### src/hdl/acf_pkg.sv
/*
 * Package for the ALU condition-flag block: opcode encodings, flag bit
 * positions and reset value.
 * Assumes the execute stage drives operation codes from acf_op_t.
 */
package acf_pkg;
    // Flag bit positions inside the 8-bit flag register
    localparam int FLAG_CARRY = 0;
    localparam int FLAG_NIBBLE = 1;
    localparam int FLAG_ZERO = 2;
    localparam int FLAG_OVF = 3;
    localparam int FLAG_NEG = 4;
    // Implemented bits; bits 7..5 read as zero
    localparam logic [7:0] FLAG_IMPL_MASK = 8'h1F;
    // Value after reset (unknown in silicon, zero here)
    localparam logic [7:0] FLAG_RESET = 8'h00;
    // Nibble boundary bits used by rotates
    localparam int NIB_HI_BIT = 4;
    localparam int NIB_LO_BIT = 3;

    // Operations the execute stage can request
    typedef enum logic [3:0] {
        ACF_OP_NONE,
        ACF_OP_ADD_W_TO_FILE,
        ACF_OP_ADD_LITERAL_TO_W,
        ACF_OP_SUBTRACT_W_FROM_LITERAL,
        ACF_OP_SUBTRACT_W_FROM_FILE,
        ACF_OP_ROTATE_RIGHT_THROUGH_CARRY,
        ACF_OP_ROTATE_LEFT_THROUGH_CARRY,
        ACF_OP_CLEAR_FILE,
        ACF_OP_LOGIC,
        ACF_OP_BIT_CLEAR_FILE,
        ACF_OP_BIT_SET_FILE,
        ACF_OP_SWAP_NIBBLES_FILE,
        ACF_OP_MOVE_FILE_TO_FILE,
        ACF_OP_MOVE_W_TO_FILE
    } acf_op_t;
endpackage : acf_pkg

### src/hdl/acf_flags.sv
/*
 * Condition-flag datapath: computes add, subtract, rotate and clear
 * results, passes logic results through, and keeps the negative, overflow, zero, nibble carry
 * and carry flags in one 8-bit register.
 * Assumes the execute stage presents one operation per clock, with
 * operands already fetched and the destination decoded.
 */
// Functional notes
// - Flag destination: drop result, flags update
// - Clear of flags sets only zero
// - Bit, swap and moves write flags directly
// - Flag register is an ordinary operand
// - Carry and nibble carry mean no borrow on subtract
// - Subtract adds complement; carry set means no borrow
// - Negative follows result bit 7 on add, subtract and logic
// - Overflow when signed sign bit flips
// - Rotates load nibble carry from bit 4/3
// - Add/subtract carry out of bit 7
// - Rotates load carry from bit 7 or 0
`timescale 1ns/1ps
module acf_flags
    import acf_pkg::*;
(
    // Clock and reset
    input wire logic clk_in,
    input wire logic rst_in,
    // Operation request from execute stage
    input wire logic op_valid_in,
    input wire acf_op_t op_in,
    input wire logic [7:0] opnd_a_in,
    input wire logic [7:0] opnd_b_in,
    input wire logic [2:0] bit_sel_in,
    input wire logic dest_is_flags_in,
    // Result to the destination register
    output logic [7:0] result_out,
    output logic result_we_out,
    // Flag register view
    output logic [7:0] flags_out
);

    // Flag register, implemented bits only are kept
    logic [7:0] flags;
    // Combinational result and flag candidates
    logic [7:0] next_result;
    logic [7:0] next_flags;
    logic [8:0] sum9;
    logic [4:0] sum5;
    logic [7:0] addend;
    logic arith;
    logic rotate;
    logic direct;
    logic affects;

    // Bit mask of one selected bit
    function automatic logic [7:0] bit_mask(input logic [2:0] sel);
        bit_mask = 8'h01 << sel;
    endfunction : bit_mask

    // True for operations that subtract opnd_b from opnd_a
    function automatic logic is_sub(input acf_op_t op);
        is_sub = (op == ACF_OP_SUBTRACT_W_FROM_LITERAL) ||
                 (op == ACF_OP_SUBTRACT_W_FROM_FILE);
    endfunction : is_sub

    // Class decode of the request
    always_comb begin
        arith = (op_in == ACF_OP_ADD_W_TO_FILE) ||
                (op_in == ACF_OP_ADD_LITERAL_TO_W) || is_sub(op_in);
        rotate = (op_in == ACF_OP_ROTATE_RIGHT_THROUGH_CARRY) ||
                 (op_in == ACF_OP_ROTATE_LEFT_THROUGH_CARRY);
        // These leave every flag alone when the target is a normal register
        direct = (op_in == ACF_OP_BIT_CLEAR_FILE) ||
                 (op_in == ACF_OP_BIT_SET_FILE) ||
                 (op_in == ACF_OP_SWAP_NIBBLES_FILE) ||
                 (op_in == ACF_OP_MOVE_FILE_TO_FILE) ||
                 (op_in == ACF_OP_MOVE_W_TO_FILE);
        affects = arith || rotate || (op_in == ACF_OP_CLEAR_FILE) ||
                  (op_in == ACF_OP_LOGIC);
    end

    // Subtract is an add of the two's complement of opnd_b
    always_comb begin
        addend = is_sub(op_in) ? ~opnd_b_in : opnd_b_in;
        sum9 = {1'b0, opnd_a_in} + {1'b0, addend}
             + {8'h00, is_sub(op_in)};
        sum5 = {1'b0, opnd_a_in[3:0]} + {1'b0, addend[3:0]}
             + {4'h0, is_sub(op_in)};
    end

    // Result and new flag value
    always_comb begin
        next_result = 8'h00;
        next_flags = flags;
        case (op_in)
            ACF_OP_ADD_W_TO_FILE, ACF_OP_ADD_LITERAL_TO_W,
            ACF_OP_SUBTRACT_W_FROM_LITERAL,
            ACF_OP_SUBTRACT_W_FROM_FILE: begin
                next_result = sum9[7:0];
                // Borrow shows as a cleared carry after subtract
                next_flags[FLAG_CARRY] = sum9[8];
                next_flags[FLAG_NIBBLE] = sum5[4];
                // Same-sign operands giving a different sign
                next_flags[FLAG_OVF] = (opnd_a_in[7] == addend[7]) &&
                    (sum9[7] != opnd_a_in[7]);
            end
            ACF_OP_ROTATE_RIGHT_THROUGH_CARRY: begin
                next_result = {flags[FLAG_CARRY], opnd_a_in[7:1]};
                next_flags[FLAG_CARRY] = opnd_a_in[0];
                next_flags[FLAG_NIBBLE] = opnd_a_in[NIB_HI_BIT];
            end
            ACF_OP_ROTATE_LEFT_THROUGH_CARRY: begin
                next_result = {opnd_a_in[6:0], flags[FLAG_CARRY]};
                next_flags[FLAG_CARRY] = opnd_a_in[7];
                next_flags[FLAG_NIBBLE] = opnd_a_in[NIB_LO_BIT];
            end
            ACF_OP_CLEAR_FILE: begin
                next_result = 8'h00;
            end
            ACF_OP_LOGIC: begin
                // Logic result precomputed by the execute stage
                next_result = opnd_a_in;
            end
            ACF_OP_BIT_CLEAR_FILE: begin
                next_result = opnd_a_in & ~bit_mask(bit_sel_in);
            end
            ACF_OP_BIT_SET_FILE: begin
                next_result = opnd_a_in | bit_mask(bit_sel_in);
            end
            ACF_OP_SWAP_NIBBLES_FILE: begin
                next_result = {opnd_a_in[3:0], opnd_a_in[7:4]};
            end
            ACF_OP_MOVE_FILE_TO_FILE, ACF_OP_MOVE_W_TO_FILE: begin
                next_result = opnd_a_in;
            end
            default: begin
                next_result = 8'h00;
            end
        endcase
        // Zero tracking for flag-affecting ops, negative for arithmetic and logic
        if (affects) begin
            next_flags[FLAG_ZERO] = (next_result == 8'h00);
            if (arith || (op_in == ACF_OP_LOGIC)) begin
                next_flags[FLAG_NEG] = next_result[7];
            end
            // Clear only touches zero; the rest keep their value
            if (op_in == ACF_OP_CLEAR_FILE) begin
                next_flags = flags;
                next_flags[FLAG_ZERO] = 1'b1;
            end
        end
    end

    // Flag register update
    always_ff @(posedge clk_in) begin
        if (rst_in) begin
            flags <= FLAG_RESET;
        end else if (op_valid_in) begin
            if (dest_is_flags_in && affects) begin
                // Result is discarded, flags win
                flags <= next_flags & FLAG_IMPL_MASK;
            end else if (dest_is_flags_in && direct) begin
                // Plain write like any other register
                flags <= next_result & FLAG_IMPL_MASK;
            end else if (affects) begin
                flags <= next_flags & FLAG_IMPL_MASK;
            end
        end
    end

    // Registered result port towards the destination
    always_ff @(posedge clk_in) begin
        if (rst_in) begin
            result_out <= 8'h00;
            result_we_out <= 1'b0;
        end else begin
            result_out <= next_result;
            // No result write when the flags are the target
            result_we_out <= op_valid_in && !dest_is_flags_in &&
                             (op_in != ACF_OP_NONE);
        end
    end

    // Unimplemented bits read as zero
    assign flags_out = flags & FLAG_IMPL_MASK;

    // Checks beside the logic
    a_clear_sets_zero: assert property (@(posedge clk_in)
        disable iff (rst_in)
        op_valid_in && op_in == ACF_OP_CLEAR_FILE |=> flags_out[FLAG_ZERO]
        && flags_out[1:0] == $past(flags_out[1:0]))
        else $error("clear did not set only zero");
    // Upper flags must also survive a clear
    a_clear_keeps_sign: assert property (@(posedge clk_in)
        disable iff (rst_in)
        op_valid_in && op_in == ACF_OP_CLEAR_FILE
        |=> flags_out[4:3] == $past(flags_out[4:3]))
        else $error("clear changed negative or overflow");
    a_flag_dest_nowrite: assert property (@(posedge clk_in)
        disable iff (rst_in)
        op_valid_in && dest_is_flags_in |=> !result_we_out)
        else $error("result written while flags were target");
    // A normal destination must still see its write pulse
    a_result_we_pulse: assert property (@(posedge clk_in)
        disable iff (rst_in)
        op_valid_in && !dest_is_flags_in && op_in != ACF_OP_NONE
        |=> result_we_out)
        else $error("result write pulse missing");
    a_direct_keeps: assert property (@(posedge clk_in)
        disable iff (rst_in)
        op_valid_in && direct && !dest_is_flags_in
        |=> $stable(flags_out))
        else $error("direct op changed flags");
    a_direct_write: assert property (@(posedge clk_in)
        disable iff (rst_in)
        op_valid_in && direct && dest_is_flags_in
        |=> flags_out == ($past(next_result) & FLAG_IMPL_MASK))
        else $error("flag register write lost");
    // Moves copy the operand as it stands, upper bits dropped
    a_move_write: assert property (@(posedge clk_in)
        disable iff (rst_in)
        op_valid_in && dest_is_flags_in &&
        (op_in == ACF_OP_MOVE_W_TO_FILE || op_in == ACF_OP_MOVE_FILE_TO_FILE)
        |=> flags_out == ($past(opnd_a_in) & FLAG_IMPL_MASK))
        else $error("move into flags wrong");
    // Swap lands its exchanged nibbles in the flags
    a_swap_write: assert property (@(posedge clk_in)
        disable iff (rst_in)
        op_valid_in && dest_is_flags_in && op_in == ACF_OP_SWAP_NIBBLES_FILE
        |=> flags_out == ({$past(opnd_a_in[3:0]), $past(opnd_a_in[7:4])}
            & FLAG_IMPL_MASK))
        else $error("swap into flags wrong");
    // Bit set written independently of the design's mask function
    a_bit_set_write: assert property (@(posedge clk_in)
        disable iff (rst_in)
        op_valid_in && dest_is_flags_in && op_in == ACF_OP_BIT_SET_FILE
        |=> flags_out == (($past(opnd_a_in) | (8'h01 << $past(bit_sel_in)))
            & FLAG_IMPL_MASK))
        else $error("bit set into flags wrong");
    a_add_carry: assert property (@(posedge clk_in)
        disable iff (rst_in)
        op_valid_in && op_in == ACF_OP_ADD_W_TO_FILE
        |=> flags_out[FLAG_CARRY] ==
            $past(({1'b0, opnd_a_in} + {1'b0, opnd_b_in}) > 9'h0FF))
        else $error("add carry wrong");
    a_sub_noborrow: assert property (@(posedge clk_in)
        disable iff (rst_in)
        op_valid_in && op_in == ACF_OP_SUBTRACT_W_FROM_FILE
        |=> flags_out[FLAG_CARRY] == $past(opnd_a_in >= opnd_b_in))
        else $error("subtract borrow polarity wrong");
    a_sub_nibble: assert property (@(posedge clk_in)
        disable iff (rst_in)
        op_valid_in && op_in == ACF_OP_SUBTRACT_W_FROM_LITERAL
        |=> flags_out[FLAG_NIBBLE] ==
            $past(opnd_a_in[3:0] >= opnd_b_in[3:0]))
        else $error("digit borrow wrong");
    a_add_nibble: assert property (@(posedge clk_in)
        disable iff (rst_in)
        op_valid_in && op_in == ACF_OP_ADD_LITERAL_TO_W
        |=> flags_out[FLAG_NIBBLE] ==
            $past(({1'b0, opnd_a_in[3:0]} + {1'b0, opnd_b_in[3:0]}) > 5'h0F))
        else $error("digit carry wrong");
    a_neg_zero: assert property (@(posedge clk_in)
        disable iff (rst_in)
        op_valid_in && arith && !dest_is_flags_in
        |=> flags_out[FLAG_NEG] == result_out[7] &&
            flags_out[FLAG_ZERO] == (result_out == 8'h00))
        else $error("negative or zero wrong");
    a_ovf_sign: assert property (@(posedge clk_in)
        disable iff (rst_in)
        op_valid_in && op_in == ACF_OP_ADD_W_TO_FILE && !dest_is_flags_in
        |=> flags_out[FLAG_OVF] ==
            ($past(opnd_a_in[7]) == $past(opnd_b_in[7]) &&
             result_out[7] != $past(opnd_a_in[7])))
        else $error("overflow wrong");
    // Subtract overflows only when the operand signs differ
    a_sub_ovf: assert property (@(posedge clk_in)
        disable iff (rst_in)
        op_valid_in && op_in == ACF_OP_SUBTRACT_W_FROM_FILE
        |=> flags_out[FLAG_OVF] ==
            ($past(opnd_a_in[7]) != $past(opnd_b_in[7]) &&
             result_out[7] != $past(opnd_a_in[7])))
        else $error("subtract overflow wrong");
    a_rotate_left: assert property (@(posedge clk_in)
        disable iff (rst_in)
        op_valid_in && op_in == ACF_OP_ROTATE_LEFT_THROUGH_CARRY
        |=> flags_out[FLAG_CARRY] == $past(opnd_a_in[7]) &&
            flags_out[FLAG_NIBBLE] == $past(opnd_a_in[3]))
        else $error("rotate left flags wrong");
    a_rotate_right: assert property (@(posedge clk_in)
        disable iff (rst_in)
        op_valid_in && op_in == ACF_OP_ROTATE_RIGHT_THROUGH_CARRY
        |=> flags_out[FLAG_CARRY] == $past(opnd_a_in[0]) &&
            flags_out[FLAG_NIBBLE] == $past(opnd_a_in[4]))
        else $error("rotate right flags wrong");
    // With no request the flag register holds its value
    a_idle_keeps: assert property (@(posedge clk_in)
        disable iff (rst_in)
        !op_valid_in |=> $stable(flags_out))
        else $error("flags changed without a request");

    // Main scenarios
    c_sub_borrow: cover property (@(posedge clk_in)
        op_valid_in && op_in == ACF_OP_SUBTRACT_W_FROM_FILE
        && opnd_a_in < opnd_b_in);
    c_flag_dest_arith: cover property (@(posedge clk_in)
        op_valid_in && arith && dest_is_flags_in);
    c_clear_flags: cover property (@(posedge clk_in)
        op_valid_in && op_in == ACF_OP_CLEAR_FILE && dest_is_flags_in);
    c_add_overflow: cover property (@(posedge clk_in)
        op_valid_in && arith ##1 flags_out[FLAG_OVF]);

endmodule : acf_flags

### config.mk
export PLATFORM = sky130hd
export DESIGN_NAME = acf_flags
export DESIGN_NICKNAME = d
export VERILOG_FILES = /design/src/hdl/acf_pkg.sv /design/src/hdl/acf_flags.sv
export SDC_FILE = /design/constraint.sdc
export NUM_CORES = 1
export LEC_CHECK = 0
export ABC_AREA = 1
export BUFFER_PORTS_ARGS = -buffer_cell sky130_fd_sc_hd__buf_2
export CORE_ASPECT_RATIO = 0.6
export CORE_UTILIZATION = 55
export CTS_CLUSTER_DIAMETER = 80
export DETAILED_ROUTE_END_ITERATION = 10
export PLACE_DENSITY = 0.81
export SYNTH_ARGS = -nofsm -noshare
export SYNTH_HDL_FRONTEND = slang
export SYNTH_SLANG_ARGS = --single-unit
### constraint.sdc
create_clock -name clk_in -period 5.8 [get_ports clk_in]
set_input_delay 1.16 -clock clk_in [delete_from_list [all_inputs] [get_ports clk_in]]
set_output_delay 1.16 -clock clk_in [all_outputs]
set_load 0.02 [all_outputs]
; ---- Word-level counts from Yosys, hierarchy flattened
; Index checks and enable logic that the tools add are counted.
[word_totals]
register_bits = 14
input_bits = 27
[classes]
n_addsub = 4
eq_ne = 15
n_shift = 1
muxes = 10
n_bitwise = 4
reduce_logical = 24
[ops]
columns = op, count
row1 = $pmux 8 s7, 1
row2 = $mux 5, 5
row3 = $eq 4x4->1 const B, 6
row4 = $eq 4x3->1 const B, 4
row5 = $not 8->8, 2
row6 = $logic_or 1x1->1, 12
row7 = $add 8x8->9, 1
row8 = $add 9x1->9, 1
row9 = $and 8x8->8, 1
row10 = $eq 4x2->1 const B, 2
row11 = $logic_not 8->1, 1
row12 = $mux 8, 1
row13 = $or 8x8->8, 1
row14 = $shl 1x3->8 const A, 1
row15 = $pmux 2 s3, 1
row16 = $add 4x4->5, 1
row17 = $add 5x1->5, 1
row18 = $logic_and 1x1->1, 5
row19 = $eq 4x1->1 const B, 1
row20 = $reduce_bool 4->1, 1
row21 = $reduce_or 4->1, 1
row22 = $reduce_bool 3->1, 1
row23 = $reduce_or 3->1, 1
row24 = $mux 1, 2
row25 = other kinds (4), 4

; ---- Depth between registers and ports, before layout
[logic_depth]
word_depth = 13
depth_mapped = 20

; ---- Least setup slack after synthesis
; Ideal clock, no wire load.
[synth_timing]
path_kind = input to register
start = input port op_in[1]
end = register flags[2]
t_arrival_ns = 3.258
required_ns = 5.733
slack_ns = 2.474
path_stages = 18
path_buffers = 0
path_cell_list = nor2_2 nand2_4 nand2_1 xnor2_1 fa_1 inv_1 nand3_1 nand2_1 inv_1 o21bai_1 nand2_1 nand3_1 nand2_1 nor2_1 nand4_1 nand2_1 nand2_1 a21oi_2
[synth_between]
elab_chain_len = 12
word_cells_on_any_way = 40
cone_classes = add/sub: 2 / eq/ne: 13 / mux: 7 / reduce/logical: 18
[synth_lines]
columns = item, line_no
row1 = "start, declared", acf_flags.sv:29  ; input wire acf_op_t op_in,
row2 = $eq 4x2->1 / $eq 4x3->1 (equally long branches), "acf_flags.sv:61, acf_flags.sv:94, acf_flags.sv:62"
row3 = $logic_or 1x1->1, acf_flags.sv:61  ; is_sub = (op == ACF_OP_SUBTRACT_W_FROM_LITERAL) ||
row4 = $mux 8, acf_flags.sv:83  ; addend = is_sub(op_in) ? ~opnd_b_in : opnd_b_in;
row5 = $add 8x8->9, acf_flags.sv:84  ; sum9 = {1'b0, opnd_a_in} + {1'b0, addend}
row6 = $add 9x1->9, acf_flags.sv:85  ; + {8'h00, is_sub(op_in)};
row7 = $pmux 8 s7, acf_flags.sv:94  ; case (op_in)
row8 = $logic_not 8->1, acf_flags.sv:141  ; next_flags[FLAG_ZERO] = (next_result == 8'h00);
row9 = $mux 5, acf_flags.sv:146  ; if (op_in == ACF_OP_CLEAR_FILE) begin
row10 = $mux 5, acf_flags.sv:140  ; if (affects) begin
row11 = $mux 5, acf_flags.sv:164  ; end else if (affects) begin
row12 = $mux 5, acf_flags.sv:161  ; end else if (dest_is_flags_in && direct) begin
row13 = $mux 5, acf_flags.sv:158  ; if (dest_is_flags_in && affects) begin
row14 = "end signal, assigned", acf_flags.sv:160  ; flags <= next_flags & FLAG_IMPL_MASK;
row15 = "end signal, assigned", acf_flags.sv:163  ; flags <= next_result & FLAG_IMPL_MASK;
row16 = "end signal, assigned", acf_flags.sv:165  ; flags <= next_flags & FLAG_IMPL_MASK;
row17 = "end, declared", acf_flags.sv:42  ; logic [7:0] flags;
; Parallel ways exist; a longest one is shown, timed or not. The select of a mux whose other input is x is not followed.
; A chain may end at the register's enable or synchronous reset.

; ---- Worst setup path in the final report
; Ends and elaborated chain as after synthesis.

==> key figures <==
STA
  – Setup TNS Final: 0 ns
  – Final Hold Viols: 0
  – Post-route minimum period: 3.60 ns
  – Final setup skew: 0.00616 ns
  – RSZ-0062 raised after global routing: false
  – Fin crit share: 62.1%
  – Fin. max-slew vios: 0
  – Fmax achieved: 0.278 GHz
  – Final setup margin: 2.20 ns
  – # setup viols final: 0
  – Final worst hold slack: 0.468 ns

Logic synthesis
  – Synth Area in Adders: 8.17%
  – Simple-gate share of the synthesized area: 45.1%
  – Yosys cell types: 36
  – Synth Area in XOR/XNOR: 4.44%
  – Top-area cell type share of the netlist area: 19.4%
  – Yosys reg bits: 14
  – Post-synthesis instance area: 0.00178 mm2
  – Mapped Avg Cell Area: 5.81 um2
  – Compound-cell area share of the yosys netlist: 15.5%
  – Mapped Cells: 306
  – Post-synthesis mux area share: 0%
  – Post-synthesis sequential area ratio: 15.8%
  – Dominant cells by area after synthesis: nand2_1 (19%), dfxtp_1 (16%), inv_1 (7.8%), nand3_1 (7.3%), ha_1 (7.0%)
  – Area leader, netlist: nand2_1
  – Main combinational cell family by area after synthesis: simple AND/OR/NAND/NOR gates
  – Number of synthesis warnings: 0

Die
  – I/O pins: 44
  – Initial Util: 59.9%
  – Die height: 46.0 um
  – Die Area: 0.00347 mm2
  – Site row count: 15
  – Core ar.: 0.00297 mm2
  – Die X-Extent: 75.4 um

CTS
  – Clock latency on the worst-skew pair: 0.25 ns
  – Post-CTS Setup Bufs: 0
  – CTS H-tree lvls: 1
  – Clock-pin slew on the worst setup and hold paths: 0.06 ns
  – Total CTS buffers: 3
  – Clock Path Buffers: 2
  – Hold-fix buffers at CTS: 0
  – CTS resizes: 0
  – Clock Tree Root: clkbuf_8
  – Clock tree sinks: 14
  – TritonCTS clock tree: built

Global route
  – Gr usage total: 31.1%
  – Vias in the first global route: 1766
  – Total grt overflow: 0
  – Largest net degree at the start of global routing: 15
  – Initial antenna violation count: 0
  – First-pass GRT wire length: 8.01 mm

Worst setup path
  – Worst path required time: 5.99 ns
  – CP Capture Type: flop
  – CP Launch Type: input port
  – Crit path max fanout: 7
  – Crit path DAT: 3.79 ns
  – WS Path Type: input port to flop

Routing
  – DRC: 0
  – Number of vias per cell: 5.38
  – Avg WL per Cell: 12.8 um
  – Drt total wl: 4.99 mm
  – DRT Pass-1 Iters: 5
  – Antenna-violating nets left: 0
  – Starting DRT DRC Count: 288
  – Routed vias: 2093

Placement
  – HPWL after DPL: 4.02 mm
  – Buffers added on ports: 40
  – Dpl ws: 1.96 ns
  – GPL Wtd Cong: 0.974

Pwr
  – LEAKAGE: 1.16 nW
  – PwrDens: 182 mW/mm2
  – Register share of total power: 28.6%
  – Pint: 0.000222 W
  – Power share of the combinational group: 45.3%
  – Worst vdd ir: 0.139 mV
  – Clk pwr share: 26.1%
  – Switch share: 40.8%
  – P_sw: 0.000153 W

Hold path
  – HP Class: flop to flop

Cells and area
  – Most frequent cells in the layout: nand2_1 (92), buf_2 (40), inv_1 (37), nor2_1 (29), nand3_1 (26)
  – Ant. Diodes: 0
  – Area Growth Syn to Fin: 16.0%
  – Filler instances: 277
  – Nets@finish: 386
  – Most common cell after layout, fill and taps aside: nand2_1
  – Layout cell share with drive strength beyond 1: 21.9%

Job
  – Max-Cap Viols: 0

Run status
  – Status: finished clean
## worst max-delay path: stages
cell     delay [ns]
buf_2          0.13
nor2_2         0.24
nand2_4        0.11
nand2_1        0.33
xnor2_1        0.17
fa_1           0.44
inv_1          0.07
nand3_1        0.08
nand2_1        0.10
nand2_1        0.05
nand3_1        0.07
nand3_1        0.07
nor2_1         0.22
nand3_1        0.13
nor2_1         0.11
nand4_1        0.08
nand2_1        0.07
nand2_1        0.06
a21oi_2        0.10
## per-stage QoR
stage | total power (W) | area (um2) | utilization, % | instances
final | 0.000374 | 2060 | 69.5 | 389
after global routing | 0.000399 | 2060 | 69.5 | 389
after CTS | 0.000371 | 2060 | 69.5 | 389
after detailed placement | 0.000274 | 2010 | 67.6 | 385
after global placement | 0.000272 | 2010 | 67.6 | 385
after floorplan | 0.000226 | 1780 | - | 308
## power by group through the flow
stage                     sequential (W)   clock, W  combinational, W
after detailed placement        0.000109          0          0.000165
final                           0.000107  0.0000977          0.000169
after floorplan                 0.000119          0          0.000107
after global placement          0.000109          0          0.000163
after CTS                       0.000107  0.0000978          0.000166
after global routing            0.000108   0.000102          0.000189
## flip-flops by register name, summed over array words and instances (netlist names)
signal / flops
flags: 5
result_out: 8
result_we_out: 1
## final cells by class
| type | count | area (um2) | area share [%] |
|---|---|---|---|
| clock buffer | 4 | 55.1 | 2.67 |
| inverter | 42 | 160 | 7.77 |
| multi-input combinational | 247 | 1310 | 63.7 |
| sequential | 14 | 280 | 13.6 |
| tap | 42 | 52.6 | 2.55 |
| timing repair buffer | 40 | 200 | 9.71 |
## final timing paths
| path | from | endpoint | slack [ns] | cells after the start |
|---|---|---|---|---|
| hold reg to reg | flags[1]$_SDFFE_PP0P_ | flags[1]$_SDFFE_PP0P_ | 0.47 | 2 |
| setup / recovery | op_in[1] | flags[2]$_SDFFE_PP0P_ | 2.20 | 19 |
| hold / removal | flags[1]$_SDFFE_PP0P_ | flags[1]$_SDFFE_PP0P_ | 0.47 | 2 |
| setup reg to reg | flags[0]$_SDFFE_PP0P_ | flags[2]$_SDFFE_PP0P_ | 4.39 | 11 |
## Yosys cell counts
| cell | count |
|---|---|
| a211oi_1 | 1 |
| fa_1 | 1 |
| nand2_1 | 92 |
| or2_2 | 1 |
| o22ai_1 | 1 |
| o21ai_2 | 1 |
| a31oi_1 | 2 |
| xnor2_1 | 3 |
| inv_4 | 1 |
| inv_1 | 37 |
| nor2_1 | 29 |
| nor2_2 | 10 |
| a21oi_1 | 21 |
| nand3_2 | 3 |
| a22oi_1 | 2 |
| buf_2 | 1 |
| nor2_4 | 1 |
| nand4_1 | 3 |
| nand3b_1 | 1 |
| nand3_1 | 26 |
| xor2_1 | 6 |
| o21ai_1 | 2 |
| nand2_4 | 2 |
| buf_4 | 3 |
| dfxtp_1 | 14 |
| o2111ai_1 | 2 |
| o21bai_1 | 4 |
| clkbuf_1 | 1 |
| o211ai_1 | 2 |
| a21oi_2 | 2 |
| inv_2 | 4 |
| nor3_1 | 3 |
| nand2_2 | 7 |
| conb_1 | 1 |
| o21ai_0 | 6 |
| ha_1 | 10 |
## cells by family after synthesis
logic type / Yosys count
flops: 14
simple gates: 178
xor+xnor: 9
buf+inv: 47
fa+ha+maj: 11
other cells: 1
compound gates: 46
## layer usage
| metal | track usage [%] | share of wire, % |
|---|---|---|
| met1 | 47.6 | 50 |
| met2 | 45.5 | 41 |
| met3 | 4.42 | 8.5 |
| met4 | 6.67 | 1.2 |
| met5 | 0 | 0 |
Power figures use the tool's default switching activity.
